--- src/inc/cmdm_params.svh ---
// Contract
// - Compressed: narrow parameter 16 bits, 32-bit 32
// - Uncompressed: every mapped parameter takes 32 bits
// - Byte counts sum active channel slot sizes
// - Input byte count read-only, 0..127, default 8
// - Output byte count read-only, 0..127, default 8
// - Pointers beyond channel count are ignored
// - Unmapped channel between mapped ones is invalid
// - Zero pointer inside channel count is invalid
// - Holding registers: IN at 256, OUT at 0
// - Holding 000-1FF cyclic, 210-FFFF non-cyclic
// - Coils 000-FFF map to cyclic OUT data
// - Discrete and input registers map cyclic IN
// - Compression picks one or two words per parameter
// - Uncompressed writes: address 0 channel 0, 2 channel 1
// - Non-cyclic words setting: 1 two, 0 one
// - One-word mode cannot fully reach 32-bit parameters
// - Mapping changes apply only at initialisation
// - Invalid count or mapping reported in mapping status
// - One-word mode address is 528 plus parameter minus 1
`ifndef CMDM_PARAMS_SVH
`define CMDM_PARAMS_SVH
`define CMDM_NCH 10
`define CMDM_BYTES_RESET 8'h08
`define CMDM_BYTES_MAX 8'h7f
`define CMDM_AWPP_RESET 8'h01
`define CMDM_AWPP_MAX 8'h01
`define CMDM_WORDS_NONE 2'h0
`define CMDM_WORDS_NARROW 2'h1
`define CMDM_WORDS_WIDE 2'h2
`define CMDM_HR_IN_BASE 16'h0100
`define CMDM_HR_CYC_LAST 16'h01ff
`define CMDM_HR_ACYC_BASE 16'h0210
`define CMDM_BIT_LAST 16'h0fff
`define CMDM_COIL_ON 16'hff00
`define CMDM_FC_RD_COILS 8'h01
`define CMDM_FC_RD_DISC 8'h02
`define CMDM_FC_RD_HOLD 8'h03
`define CMDM_FC_RD_INREG 8'h04
`define CMDM_FC_WR_COIL 8'h05
`define CMDM_FC_WR_REG 8'h06
`define CMDM_FC_WR_COILS 8'h0f
`define CMDM_FC_WR_REGS 8'h10
`define CMDM_FC_RW_REGS 8'h17
`define CMDM_EXC_NONE 8'h00
`define CMDM_EXC_FUNC 8'h01
`define CMDM_EXC_ADDR 8'h02
`define CMDM_STAT_OK 8'h00
`define CMDM_STAT_IN_COUNT 8'h01
`define CMDM_STAT_OUT_COUNT 8'h02
`define CMDM_STAT_IN_MAP 8'h03
`define CMDM_STAT_OUT_MAP 8'h04
`endif

--- src/inc/cmdm_pkg.sv ---
`default_nettype none
package cmdm_pkg;
	typedef enum logic [1:0] {CMDM_W1, CMDM_W8, CMDM_W16, CMDM_W32} cmdm_width_e;
	typedef enum logic [1:0] {CMDM_ST_IDLE, CMDM_ST_INIT, CMDM_ST_RUN} cmdm_state_e;
	typedef struct packed {
		logic [7:0] fc;
		logic [15:0] addr;
		logic [15:0] wdata;
	} cmdm_req_s;
	typedef struct packed {
		logic [15:0] data;
		logic [7:0] exc;
	} cmdm_rsp_s;
	typedef struct packed {
		logic [15:0] param;
		logic hi_word;
		logic write;
		logic partial;
		logic [15:0] wdata;
	} cmdm_acyc_s;
endpackage
`default_nettype wire

--- src/rtl/cmdm_slot.sv ---
`include "cmdm_params.svh"
`default_nettype none
module cmdm_slot (
	input wire logic i_compress,
	input wire cmdm_pkg::cmdm_width_e i_width,
	input wire logic i_active,
	output logic [1:0] o_words
);
	wire logic narrow = i_compress && (i_width != cmdm_pkg::CMDM_W32);
	assign o_words = !i_active ? `CMDM_WORDS_NONE :
		narrow ? `CMDM_WORDS_NARROW : `CMDM_WORDS_WIDE;
endmodule // cmdm_slot
`default_nettype wire

--- src/rtl/cmdm_mapper.sv ---
`include "cmdm_params.svh"
`default_nettype none
module cmdm_mapper #(
	parameter int NCH = `CMDM_NCH
) (
	input wire logic i_core_clk,
	input wire logic i_resetn,
	input wire logic i_init,
	input wire logic i_cyclic_compression_enable,
	input wire logic [3:0] i_in_channel_count,
	input wire logic [3:0] i_out_channel_count,
	input wire logic [15:0] i_in_map_pointer [NCH],
	input wire logic [15:0] i_out_map_pointer [NCH],
	input wire cmdm_pkg::cmdm_width_e i_in_width [NCH],
	input wire cmdm_pkg::cmdm_width_e i_out_width [NCH],
	input wire logic [31:0] i_in_value [NCH],
	input wire logic i_awpp_wr,
	input wire logic [7:0] i_awpp_wdata,
	input wire logic i_req_valid,
	input wire cmdm_pkg::cmdm_req_s i_req,
	output logic o_req_ready,
	output logic o_rsp_valid,
	output cmdm_pkg::cmdm_rsp_s o_rsp,
	output logic o_out_wr,
	output logic [3:0] o_out_chan,
	output logic [31:0] o_out_value,
	output logic o_acyc_valid,
	output cmdm_pkg::cmdm_acyc_s o_acyc,
	input wire logic [15:0] i_acyc_rdata,
	output logic [7:0] o_input_cyclic_byte_count,
	output logic [7:0] o_output_cyclic_byte_count,
	output logic [7:0] o_acyclic_words_per_parameter,
	output logic [7:0] o_mapping_status,
	output logic o_running
);
	if (NCH < 1 || NCH > 15) begin : g_chk
		$error("NCH must lie between 1 and 15");
	end

	cmdm_pkg::cmdm_state_e state_reg;
	logic comp_reg;
	logic [3:0] in_cnt_reg;
	logic [3:0] out_cnt_reg;
	logic [15:0] in_ptr_reg [NCH];
	logic [15:0] out_ptr_reg [NCH];
	cmdm_pkg::cmdm_width_e in_w_reg [NCH];
	cmdm_pkg::cmdm_width_e out_w_reg [NCH];
	logic [31:0] out_val_reg [NCH];
	logic [7:0] in_bytes_reg;
	logic [7:0] out_bytes_reg;
	logic [7:0] status_reg;
	logic [7:0] awpp_reg;
	logic rsp_valid_reg;
	cmdm_pkg::cmdm_rsp_s rsp_reg;
	logic out_wr_reg;
	logic [3:0] out_chan_reg;
	logic [31:0] out_value_reg;
	logic acyc_valid_reg;
	cmdm_pkg::cmdm_acyc_s acyc_reg;

	// Slot sizes per channel
	logic [1:0] in_words [NCH];
	logic [1:0] out_words [NCH];
	for (genvar c = 0; c < NCH; c++) begin : g_slot
		cmdm_slot u_in_slot (
			.i_compress(comp_reg),
			.i_width(in_w_reg[c]),
			.i_active(4'(c) < in_cnt_reg),
			.o_words(in_words[c])
		);
		cmdm_slot u_out_slot (
			.i_compress(comp_reg),
			.i_width(out_w_reg[c]),
			.i_active(4'(c) < out_cnt_reg),
			.o_words(out_words[c])
		);
	end

	// Slot start words and totals
	logic [5:0] in_start [NCH];
	logic [5:0] out_start [NCH];
	logic [5:0] in_total;
	logic [5:0] out_total;
	logic in_zero;
	logic out_zero;
	always_comb begin
		in_total = 6'h0;
		out_total = 6'h0;
		in_zero = 1'b0;
		out_zero = 1'b0;
		for (int c = 0; c < NCH; c++) begin
			in_start[c] = in_total;
			out_start[c] = out_total;
			in_total = in_total + {4'h0, in_words[c]};
			out_total = out_total + {4'h0, out_words[c]};
			if (4'(c) < in_cnt_reg && in_ptr_reg[c] == 16'h0000) begin
				in_zero = 1'b1;
			end
			if (4'(c) < out_cnt_reg && out_ptr_reg[c] == 16'h0000) begin
				out_zero = 1'b1;
			end
		end
	end

	wire logic in_cnt_bad = in_cnt_reg > 4'(NCH);
	wire logic out_cnt_bad = out_cnt_reg > 4'(NCH);
	wire logic [7:0] status_next = in_cnt_bad ? `CMDM_STAT_IN_COUNT :
		out_cnt_bad ? `CMDM_STAT_OUT_COUNT :
		in_zero ? `CMDM_STAT_IN_MAP :
		out_zero ? `CMDM_STAT_OUT_MAP : `CMDM_STAT_OK;
	wire logic [7:0] in_bytes_next = {1'b0, in_total, 1'b0};
	wire logic [7:0] out_bytes_next = {1'b0, out_total, 1'b0};

	// Request decode
	wire logic [7:0] fc = i_req.fc;
	wire logic [15:0] addr = i_req.addr;
	wire logic is_hr = fc == `CMDM_FC_RD_HOLD || fc == `CMDM_FC_WR_REG ||
		fc == `CMDM_FC_WR_REGS || fc == `CMDM_FC_RW_REGS;
	wire logic is_coil = fc == `CMDM_FC_RD_COILS || fc == `CMDM_FC_WR_COIL ||
		fc == `CMDM_FC_WR_COILS;
	wire logic is_di = fc == `CMDM_FC_RD_DISC;
	wire logic is_ir = fc == `CMDM_FC_RD_INREG;
	wire logic is_wr = fc == `CMDM_FC_WR_REG || fc == `CMDM_FC_WR_REGS ||
		fc == `CMDM_FC_WR_COIL || fc == `CMDM_FC_WR_COILS;
	wire logic hr_cyc = addr <= `CMDM_HR_CYC_LAST;
	wire logic hr_in = hr_cyc && addr >= `CMDM_HR_IN_BASE;
	wire logic hr_acyc = addr >= `CMDM_HR_ACYC_BASE;
	wire logic bit_ok = addr <= `CMDM_BIT_LAST;
	wire logic use_in = (is_hr && hr_in) || is_di || is_ir;
	wire logic [15:0] hr_word = hr_in ? addr - `CMDM_HR_IN_BASE : addr;
	wire logic [11:0] word_ix = is_hr ? hr_word[11:0] :
		is_ir ? addr[11:0] : {4'h0, addr[11:4]};

	// Word to channel lookup
	logic hit;
	logic [3:0] hit_ch;
	logic hit_k;
	logic hit_two;
	logic [11:0] st;
	logic [1:0] nw;
	always_comb begin
		hit = 1'b0;
		hit_ch = 4'h0;
		hit_k = 1'b0;
		hit_two = 1'b0;
		st = 12'h0;
		nw = 2'h0;
		for (int c = 0; c < NCH; c++) begin
			st = {6'h0, use_in ? in_start[c] : out_start[c]};
			nw = use_in ? in_words[c] : out_words[c];
			if (nw != `CMDM_WORDS_NONE && word_ix >= st && word_ix < st + {10'h0, nw}) begin
				hit = 1'b1;
				hit_ch = 4'(c);
				hit_k = word_ix != st;
				hit_two = nw == `CMDM_WORDS_WIDE;
			end
		end
	end

	wire logic [31:0] sel_val = use_in ? i_in_value[hit_ch] : out_val_reg[hit_ch];
	wire logic [15:0] rd_word = (hit_two && !hit_k) ? sel_val[31:16] : sel_val[15:0];
	wire logic rd_bit = rd_word[addr[3:0]];
	wire logic coil_on = i_req.wdata == `CMDM_COIL_ON;
	logic [15:0] coil_word;
	always_comb begin
		coil_word = rd_word;
		coil_word[addr[3:0]] = coil_on;
	end
	wire logic [15:0] wr_word = is_coil ? coil_word : i_req.wdata;
	wire logic [31:0] wr_val = !hit_two ? {16'h0000, wr_word} :
		hit_k ? {sel_val[31:16], wr_word} : {wr_word, sel_val[15:0]};

	wire logic fc_ok = is_hr || is_coil || is_di || is_ir;
	wire logic range_ok = is_hr ? hr_cyc : bit_ok;
	wire logic cyc_ok = fc_ok && !(is_hr && hr_acyc) && range_ok && hit && !(use_in && is_wr);
	wire logic acyc_go = is_hr && hr_acyc;
	wire logic [7:0] exc_next = !fc_ok ? `CMDM_EXC_FUNC :
		(cyc_ok || acyc_go) ? `CMDM_EXC_NONE : `CMDM_EXC_ADDR;
	wire logic [15:0] rd_data = (is_coil || is_di) ? {15'h0000, rd_bit} : rd_word;

	// Non-cyclic parameter address
	wire logic [15:0] acyc_off = addr - `CMDM_HR_ACYC_BASE;
	wire logic two_word = awpp_reg == `CMDM_AWPP_RESET;
	wire logic [15:0] acyc_param = two_word ? {1'b0, acyc_off[15:1]} + 16'h0001 :
		acyc_off + 16'h0001;

	wire logic take = i_req_valid && o_req_ready;

	always_ff @(posedge i_core_clk) begin
		if (!i_resetn) begin
			state_reg <= cmdm_pkg::CMDM_ST_IDLE;
		end else if (i_init) begin
			state_reg <= cmdm_pkg::CMDM_ST_INIT;
		end else if (state_reg == cmdm_pkg::CMDM_ST_INIT) begin
			state_reg <= (status_next == `CMDM_STAT_OK) ? cmdm_pkg::CMDM_ST_RUN :
				cmdm_pkg::CMDM_ST_IDLE;
		end
	end

	// Mapping configuration taken only when initialising
	always_ff @(posedge i_core_clk) begin
		if (!i_resetn) begin
			comp_reg <= 1'b0;
			in_cnt_reg <= 4'h0;
			out_cnt_reg <= 4'h0;
			for (int c = 0; c < NCH; c++) begin
				in_ptr_reg[c] <= 16'h0000;
				out_ptr_reg[c] <= 16'h0000;
				in_w_reg[c] <= cmdm_pkg::CMDM_W32;
				out_w_reg[c] <= cmdm_pkg::CMDM_W32;
			end
		end else if (i_init) begin
			comp_reg <= i_cyclic_compression_enable;
			in_cnt_reg <= i_in_channel_count;
			out_cnt_reg <= i_out_channel_count;
			in_ptr_reg <= i_in_map_pointer;
			out_ptr_reg <= i_out_map_pointer;
			in_w_reg <= i_in_width;
			out_w_reg <= i_out_width;
		end
	end

	always_ff @(posedge i_core_clk) begin
		if (!i_resetn) begin
			in_bytes_reg <= `CMDM_BYTES_RESET;
			out_bytes_reg <= `CMDM_BYTES_RESET;
			status_reg <= `CMDM_STAT_OK;
		end else if (state_reg == cmdm_pkg::CMDM_ST_INIT) begin
			in_bytes_reg <= in_bytes_next;
			out_bytes_reg <= out_bytes_next;
			status_reg <= status_next;
		end
	end

	always_ff @(posedge i_core_clk) begin
		if (!i_resetn) begin
			awpp_reg <= `CMDM_AWPP_RESET;
		end else if (i_awpp_wr && i_awpp_wdata <= `CMDM_AWPP_MAX) begin
			awpp_reg <= i_awpp_wdata;
		end
	end

	wire logic out_write = take && cyc_ok && is_wr && !use_in;

	always_ff @(posedge i_core_clk) begin
		if (!i_resetn) begin
			for (int c = 0; c < NCH; c++) begin
				out_val_reg[c] <= 32'h0000_0000;
			end
		end else if (out_write) begin
			out_val_reg[hit_ch] <= wr_val;
		end
	end

	always_ff @(posedge i_core_clk) begin
		if (!i_resetn) begin
			out_wr_reg <= 1'b0;
			out_chan_reg <= 4'h0;
			out_value_reg <= 32'h0000_0000;
		end else begin
			out_wr_reg <= out_write;
			if (out_write) begin
				out_chan_reg <= hit_ch;
				out_value_reg <= wr_val;
			end
		end
	end

	always_ff @(posedge i_core_clk) begin
		if (!i_resetn) begin
			acyc_valid_reg <= 1'b0;
			acyc_reg <= '0;
		end else begin
			acyc_valid_reg <= take && acyc_go;
			if (take && acyc_go) begin
				acyc_reg.param <= acyc_param;
				acyc_reg.hi_word <= two_word && !acyc_off[0];
				acyc_reg.write <= is_wr;
				acyc_reg.partial <= !two_word;
				acyc_reg.wdata <= i_req.wdata;
			end
		end
	end

	always_ff @(posedge i_core_clk) begin
		if (!i_resetn) begin
			rsp_valid_reg <= 1'b0;
			rsp_reg <= '0;
		end else if (acyc_valid_reg) begin
			rsp_valid_reg <= 1'b1;
			rsp_reg.data <= acyc_reg.write ? 16'h0000 : i_acyc_rdata;
			rsp_reg.exc <= `CMDM_EXC_NONE;
		end else begin
			rsp_valid_reg <= take && !acyc_go;
			if (take && !acyc_go) begin
				rsp_reg.data <= (cyc_ok && !is_wr) ? rd_data : 16'h0000;
				rsp_reg.exc <= exc_next;
			end
		end
	end

	assign o_req_ready = state_reg == cmdm_pkg::CMDM_ST_RUN && !acyc_valid_reg && !i_init;
	assign o_rsp_valid = rsp_valid_reg;
	assign o_rsp = rsp_reg;
	assign o_out_wr = out_wr_reg;
	assign o_out_chan = out_chan_reg;
	assign o_out_value = out_value_reg;
	assign o_acyc_valid = acyc_valid_reg;
	assign o_acyc = acyc_reg;
	assign o_input_cyclic_byte_count = in_bytes_reg;
	assign o_output_cyclic_byte_count = out_bytes_reg;
	assign o_acyclic_words_per_parameter = awpp_reg;
	assign o_mapping_status = status_reg;
	assign o_running = state_reg == cmdm_pkg::CMDM_ST_RUN;

	chk_in_bytes_range: assert property (@(posedge i_core_clk) disable iff (!i_resetn)
		o_input_cyclic_byte_count <= `CMDM_BYTES_MAX)
		else $error("input byte count out of range");

	chk_out_bytes_range: assert property (@(posedge i_core_clk) disable iff (!i_resetn)
		o_output_cyclic_byte_count <= `CMDM_BYTES_MAX)
		else $error("output byte count out of range");

	chk_bytes_sum: assert property (@(posedge i_core_clk) disable iff (!i_resetn)
		state_reg == cmdm_pkg::CMDM_ST_INIT |=>
			o_input_cyclic_byte_count == {1'b0, $past(in_total), 1'b0} &&
			o_output_cyclic_byte_count == {1'b0, $past(out_total), 1'b0})
		else $error("byte count differs from slot sum");

	chk_slot_compress: assert property (@(posedge i_core_clk) disable iff (!i_resetn)
		comp_reg && in_cnt_reg != 4'h0 && in_w_reg[0] != cmdm_pkg::CMDM_W32 |->
			in_words[0] == `CMDM_WORDS_NARROW)
		else $error("compressed narrow slot not one word");

	chk_slot_plain: assert property (@(posedge i_core_clk) disable iff (!i_resetn)
		!comp_reg && out_cnt_reg != 4'h0 |-> out_words[0] == `CMDM_WORDS_WIDE)
		else $error("uncompressed slot not two words");

	chk_unused_ignored: assert property (@(posedge i_core_clk) disable iff (!i_resetn)
		in_cnt_reg == 4'h0 |-> in_total == 6'h0)
		else $error("inactive channel counted");

	chk_zero_pointer: assert property (@(posedge i_core_clk) disable iff (!i_resetn)
		state_reg == cmdm_pkg::CMDM_ST_INIT && !in_cnt_bad && !out_cnt_bad &&
			(in_zero || out_zero) && !i_init |=>
			o_mapping_status != `CMDM_STAT_OK && !o_running)
		else $error("zero pointer not reported");

	chk_cfg_frozen: assert property (@(posedge i_core_clk) disable iff (!i_resetn)
		o_running && !$past(i_init) |-> $stable(comp_reg) && $stable(in_cnt_reg))
		else $error("mapping changed while running");

	chk_write_channel: assert property (@(posedge i_core_clk) disable iff (!i_resetn)
		take && !comp_reg && is_hr && is_wr && addr == 16'h0002 && out_cnt_reg >= 4'h2 |=>
			o_out_wr && o_out_chan == 4'h1)
		else $error("word 2 did not reach channel 1");

	chk_one_reg_addr: assert property (@(posedge i_core_clk) disable iff (!i_resetn)
		take && acyc_go && awpp_reg == 8'h00 |=>
			o_acyc_valid && o_acyc.param == $past(addr) - 16'h020f && o_acyc.partial)
		else $error("one-register address wrong");

	chk_acyc_answer: assert property (@(posedge i_core_clk) disable iff (!i_resetn)
		take && acyc_go |=> !o_rsp_valid ##1 o_rsp_valid && o_rsp.exc == `CMDM_EXC_NONE)
		else $error("non-cyclic answer late");
endmodule // cmdm_mapper
`default_nettype wire

--- config.mk ---
export PLATFORM = sky130hd
export DESIGN_NAME = cmdm_mapper
export DESIGN_NICKNAME = d
export VERILOG_FILES = /design/src/inc/cmdm_pkg.sv /design/src/rtl/cmdm_slot.sv /design/src/rtl/cmdm_mapper.sv
export VERILOG_INCLUDE_DIRS = /design/src /design/src/inc
export SDC_FILE = /design/constraint.sdc
export NUM_CORES = 2
export LEC_CHECK = 0
export ABC_CLOCK_PERIOD_IN_PS = 25300
export CAP_MARGIN = 20
export CORE_AREA = 2 2 350 352
export CTS_BUF_LIST = sky130_fd_sc_hd__clkbuf_2 sky130_fd_sc_hd__clkbuf_4 sky130_fd_sc_hd__clkbuf_8
export CTS_CLUSTER_DIAMETER = 80
export DETAILED_ROUTE_END_ITERATION = 16
export DIE_AREA = 0 0 352 354
export DONT_BUFFER_PORTS = 1
export GPL_ROUTABILITY_DRIVEN = 1
export PLACE_DENSITY = 0.57
export SLEW_MARGIN = 5
export SYNTH_ARGS = -nofsm -noshare
export SYNTH_HDL_FRONTEND = slang
export SYNTH_SLANG_ARGS = --single-unit
export TNS_END_PERCENT = 100
--- constraint.sdc ---
create_clock -name i_core_clk -period 25.3 [get_ports i_core_clk]
set_input_delay 2.53 -clock i_core_clk [delete_from_list [all_inputs] [get_ports i_core_clk]]
set_output_delay 2.53 -clock i_core_clk [all_outputs]
set_load 0.005 [all_outputs]
==> impl_metrics.toml <==
[worst_setup_path]
worst_setup_path_start_kind = "flip-flop"
cp_max_fo = 48
critPathCaptureType = "flip-flop"
reg2reg_setup_slack_ns = 10.94
cp_slowest_cell = "dfxtp_1"
crit_cells = 42
crit_arrival_ns = 14.95
crit_family = "adder cells"
crit_type = "reg2reg"
required_ns = 25.89
r2r_start = "comp_reg"
cpPeakStageDelay_ns = 0.91
reg2reg_to = "out_val_reg[4][16]"
critPathBufInv = 11
ff2ff_path_depth = 42
cp-startpoint = "comp_reg"
critPathCapture = "out_val_reg[4][16]"

[clock_tree]
cts_max_level = 4
cts_setup_buffers = 0
cts_resized = 0
clock_path_buffers = 3
clock-sinks = 806
cts_buffers = 143
cts_tree = "built"
clock_latency_ns = 0.88
hold_buffers = 0
clk_pin_slew_worst_paths_ns = 0.06
clock-root-buffer = "clkbuf_8"

[detailed_routing]
vias_per_cell = 6.056
wire_per_inst_um = 28.91
route.met2.wl_um = 83580
drc_errors = 0
wirelength_um = 187800
final_antenna_net_count = 0
vias = 39330
first_pass_iters = 6
top_layer = "met5"
drtIter0Drc = 5172
drt-met1-wl_um = 74220
route.met3.wl_um = 20890

[global_route]
first_global_vias = 36930
gr-usage-all-layers_pct = 28.83
overflow = 0
grt_antenna_before_repair = 21
grt_pass1_wl_um = 264400
grt_start_max_net_pins = 373

[timing]
fin_skew_ns = 0.05613
period_minus_slack_ns = 14.36
fin_ws_ns = 10.94
slew_viol_final = 99
fin_hold_ws_ns = 0.4713
rsz0062_at_grt = "false"
worst_pin_slew_ns = 1.631
relSlewSlack_pct = -8.751
setup_viol = 0
finalHoldViolations = 0
finalSetupTns_ns = 0
max_freq_ghz = 0.06963
fin_crit_sh_pct = 56.76

[yosys]
yosys-top-cells-area = "dfxtp_1 22%, edfxtp_1 21%, mux2i_1 9.7%, nor2_1 6.3%, ha_1 4.1%"
yosysTopAreaCellShare_pct = 21.63
synthFlopType = "dfxtp_1"
synth.distinct_cells = 116
ys.warnings.count = 0
synth_top_area_cell = "dfxtp_1"
syn_inst = 4866
synth.cell_area_sq_mm = 0.04498
synth_edf_count = 320
synth_seq_area_share_pct = 42.99
ys_seq_elements = 806
syn_avg_cell_area_sq_um = 9.244
synth-async-reset-ratio_pct = 0

[finish]
final_layout_size_suffix_gt1_share_pct = 10.32
largest_reg_flops = 320
nNetsFinal = 5679
final_cell_mix = "752 x nor2_1, 486 x dfxtp_1, 437 x mux2i_1, 432 x nand2_1, 320 x edfxtp_1"
final_common_cell = "nor2_1"
final_area_sq_mm = 0.04920
syn_to_final_growth_pct = 9.380

[min_path]
hp-class = "reg2reg"
min-delay-start = "out_w_reg[18]"
whs_path_depth = 2

[run_status]
status = "complete, but fails checks"
violations = "slew limit"

[floorplanning]
core_sq_mm = 0.1209
die_w_um = 352
die_area_sq_mm = 0.1246
die_h_um = 354
start_util_pct = 37.20
ioPinCount = 890
fp-row-count = 128

[placed_design]
hpwl_um = 134900
place_worst_setup_slack_ns = 10.74
gp_congestion = 0.9666
place_area_sq_mm = 0.04617
numPortBuffers = 0

[power]
p_leak_nw = 19.40
finalPower_mw = 3.399
pwr_density_cell_mw_per_mm2 = 69.09
ir_worst_vdd_mv = 0.04961

[job]
drv_cap = 0
metrics by stage:
step | util (%) | cells
2_1_floorplan | - | 4883
3_5_place_dp | 38.18 | 6219
4_1_cts | 40.59 | 6473
5_1_grt | 40.69 | 6494
6_report | 40.69 | 6494
3_3_place_gp | 38.15 | 6217
layout make-up:
cell class / instances / area, sq um
diodes: 13 / 32.53
clock inverters: 40 / 316.6
fillers: 12020 / 71720
flip-flops and latches: 806 / 19340
multi-input cells: 3581 / 23670
inverters: 123 / 469.2
repair buffers: 92 / 737.0
well taps: 1625 / 2033
clock buffers: 214 / 2601
power breakdown:
| part | total (mW) | switching [mW] | internal [mW] |
|---|---|---|---|
| clock network | 1.26 | 0.579 | 0.683 |
| logic | 0.700 | 0.451 | 0.248 |
| registers | 1.44 | 0.0302 | 1.41 |
worst min-delay path: stages, from the launching register on:
cell and delay, ns:
dfxtp_1 0.32, mux2i_1 0.06, nand2_1 0.06
kinds of logic after synthesis:
group / count (synthesis) / synth area share [%]
AO/OA/AOI/OAI: 935 / 14.78
XOR/XNOR: 89 / 1.750
adder cells (fa/ha/maj): 174 / 5.291
buffers and inverters: 496 / 4.907
flip-flops: 806 / 42.99
multiplexers: 475 / 10.88
other: 2 / 0.01670
AND/OR/NAND/NOR: 1889 / 19.39
worst min path at each step:
stage | endpoint | slack [ns]
floorplan | in_w_reg[14] | 0.44
global placement | out_w_reg[15] | 0.45
detailed placement | out_w_reg[17] | 0.46
CTS | out_w_reg[17] | 0.47
global route | in_w_reg[13] | 0.49
finish | out_w_reg[18] | 0.47
layer usage:
metal  global-route usage (%)  vias to the layer above
met5                  0.03774                        -
met4                    13.11                        6
met3                    8.562                      448
met2                    44.91                     2316
met1                    36.80                    19100
li1                         -                    17460
synthesized netlist by cell type, drive strengths merged, types with 99 or more instances:
cell / number
nor3: 115
nand2: 444
nor4: 99
o21ai: 175
inv: 123
nand3: 159
clkbuf: 170
edfxtp: 320
a21oi: 195
dfxtp: 486
nor2: 781
mux2i: 437
ha: 147
buf: 203
(Power assumes the default switching activity.)
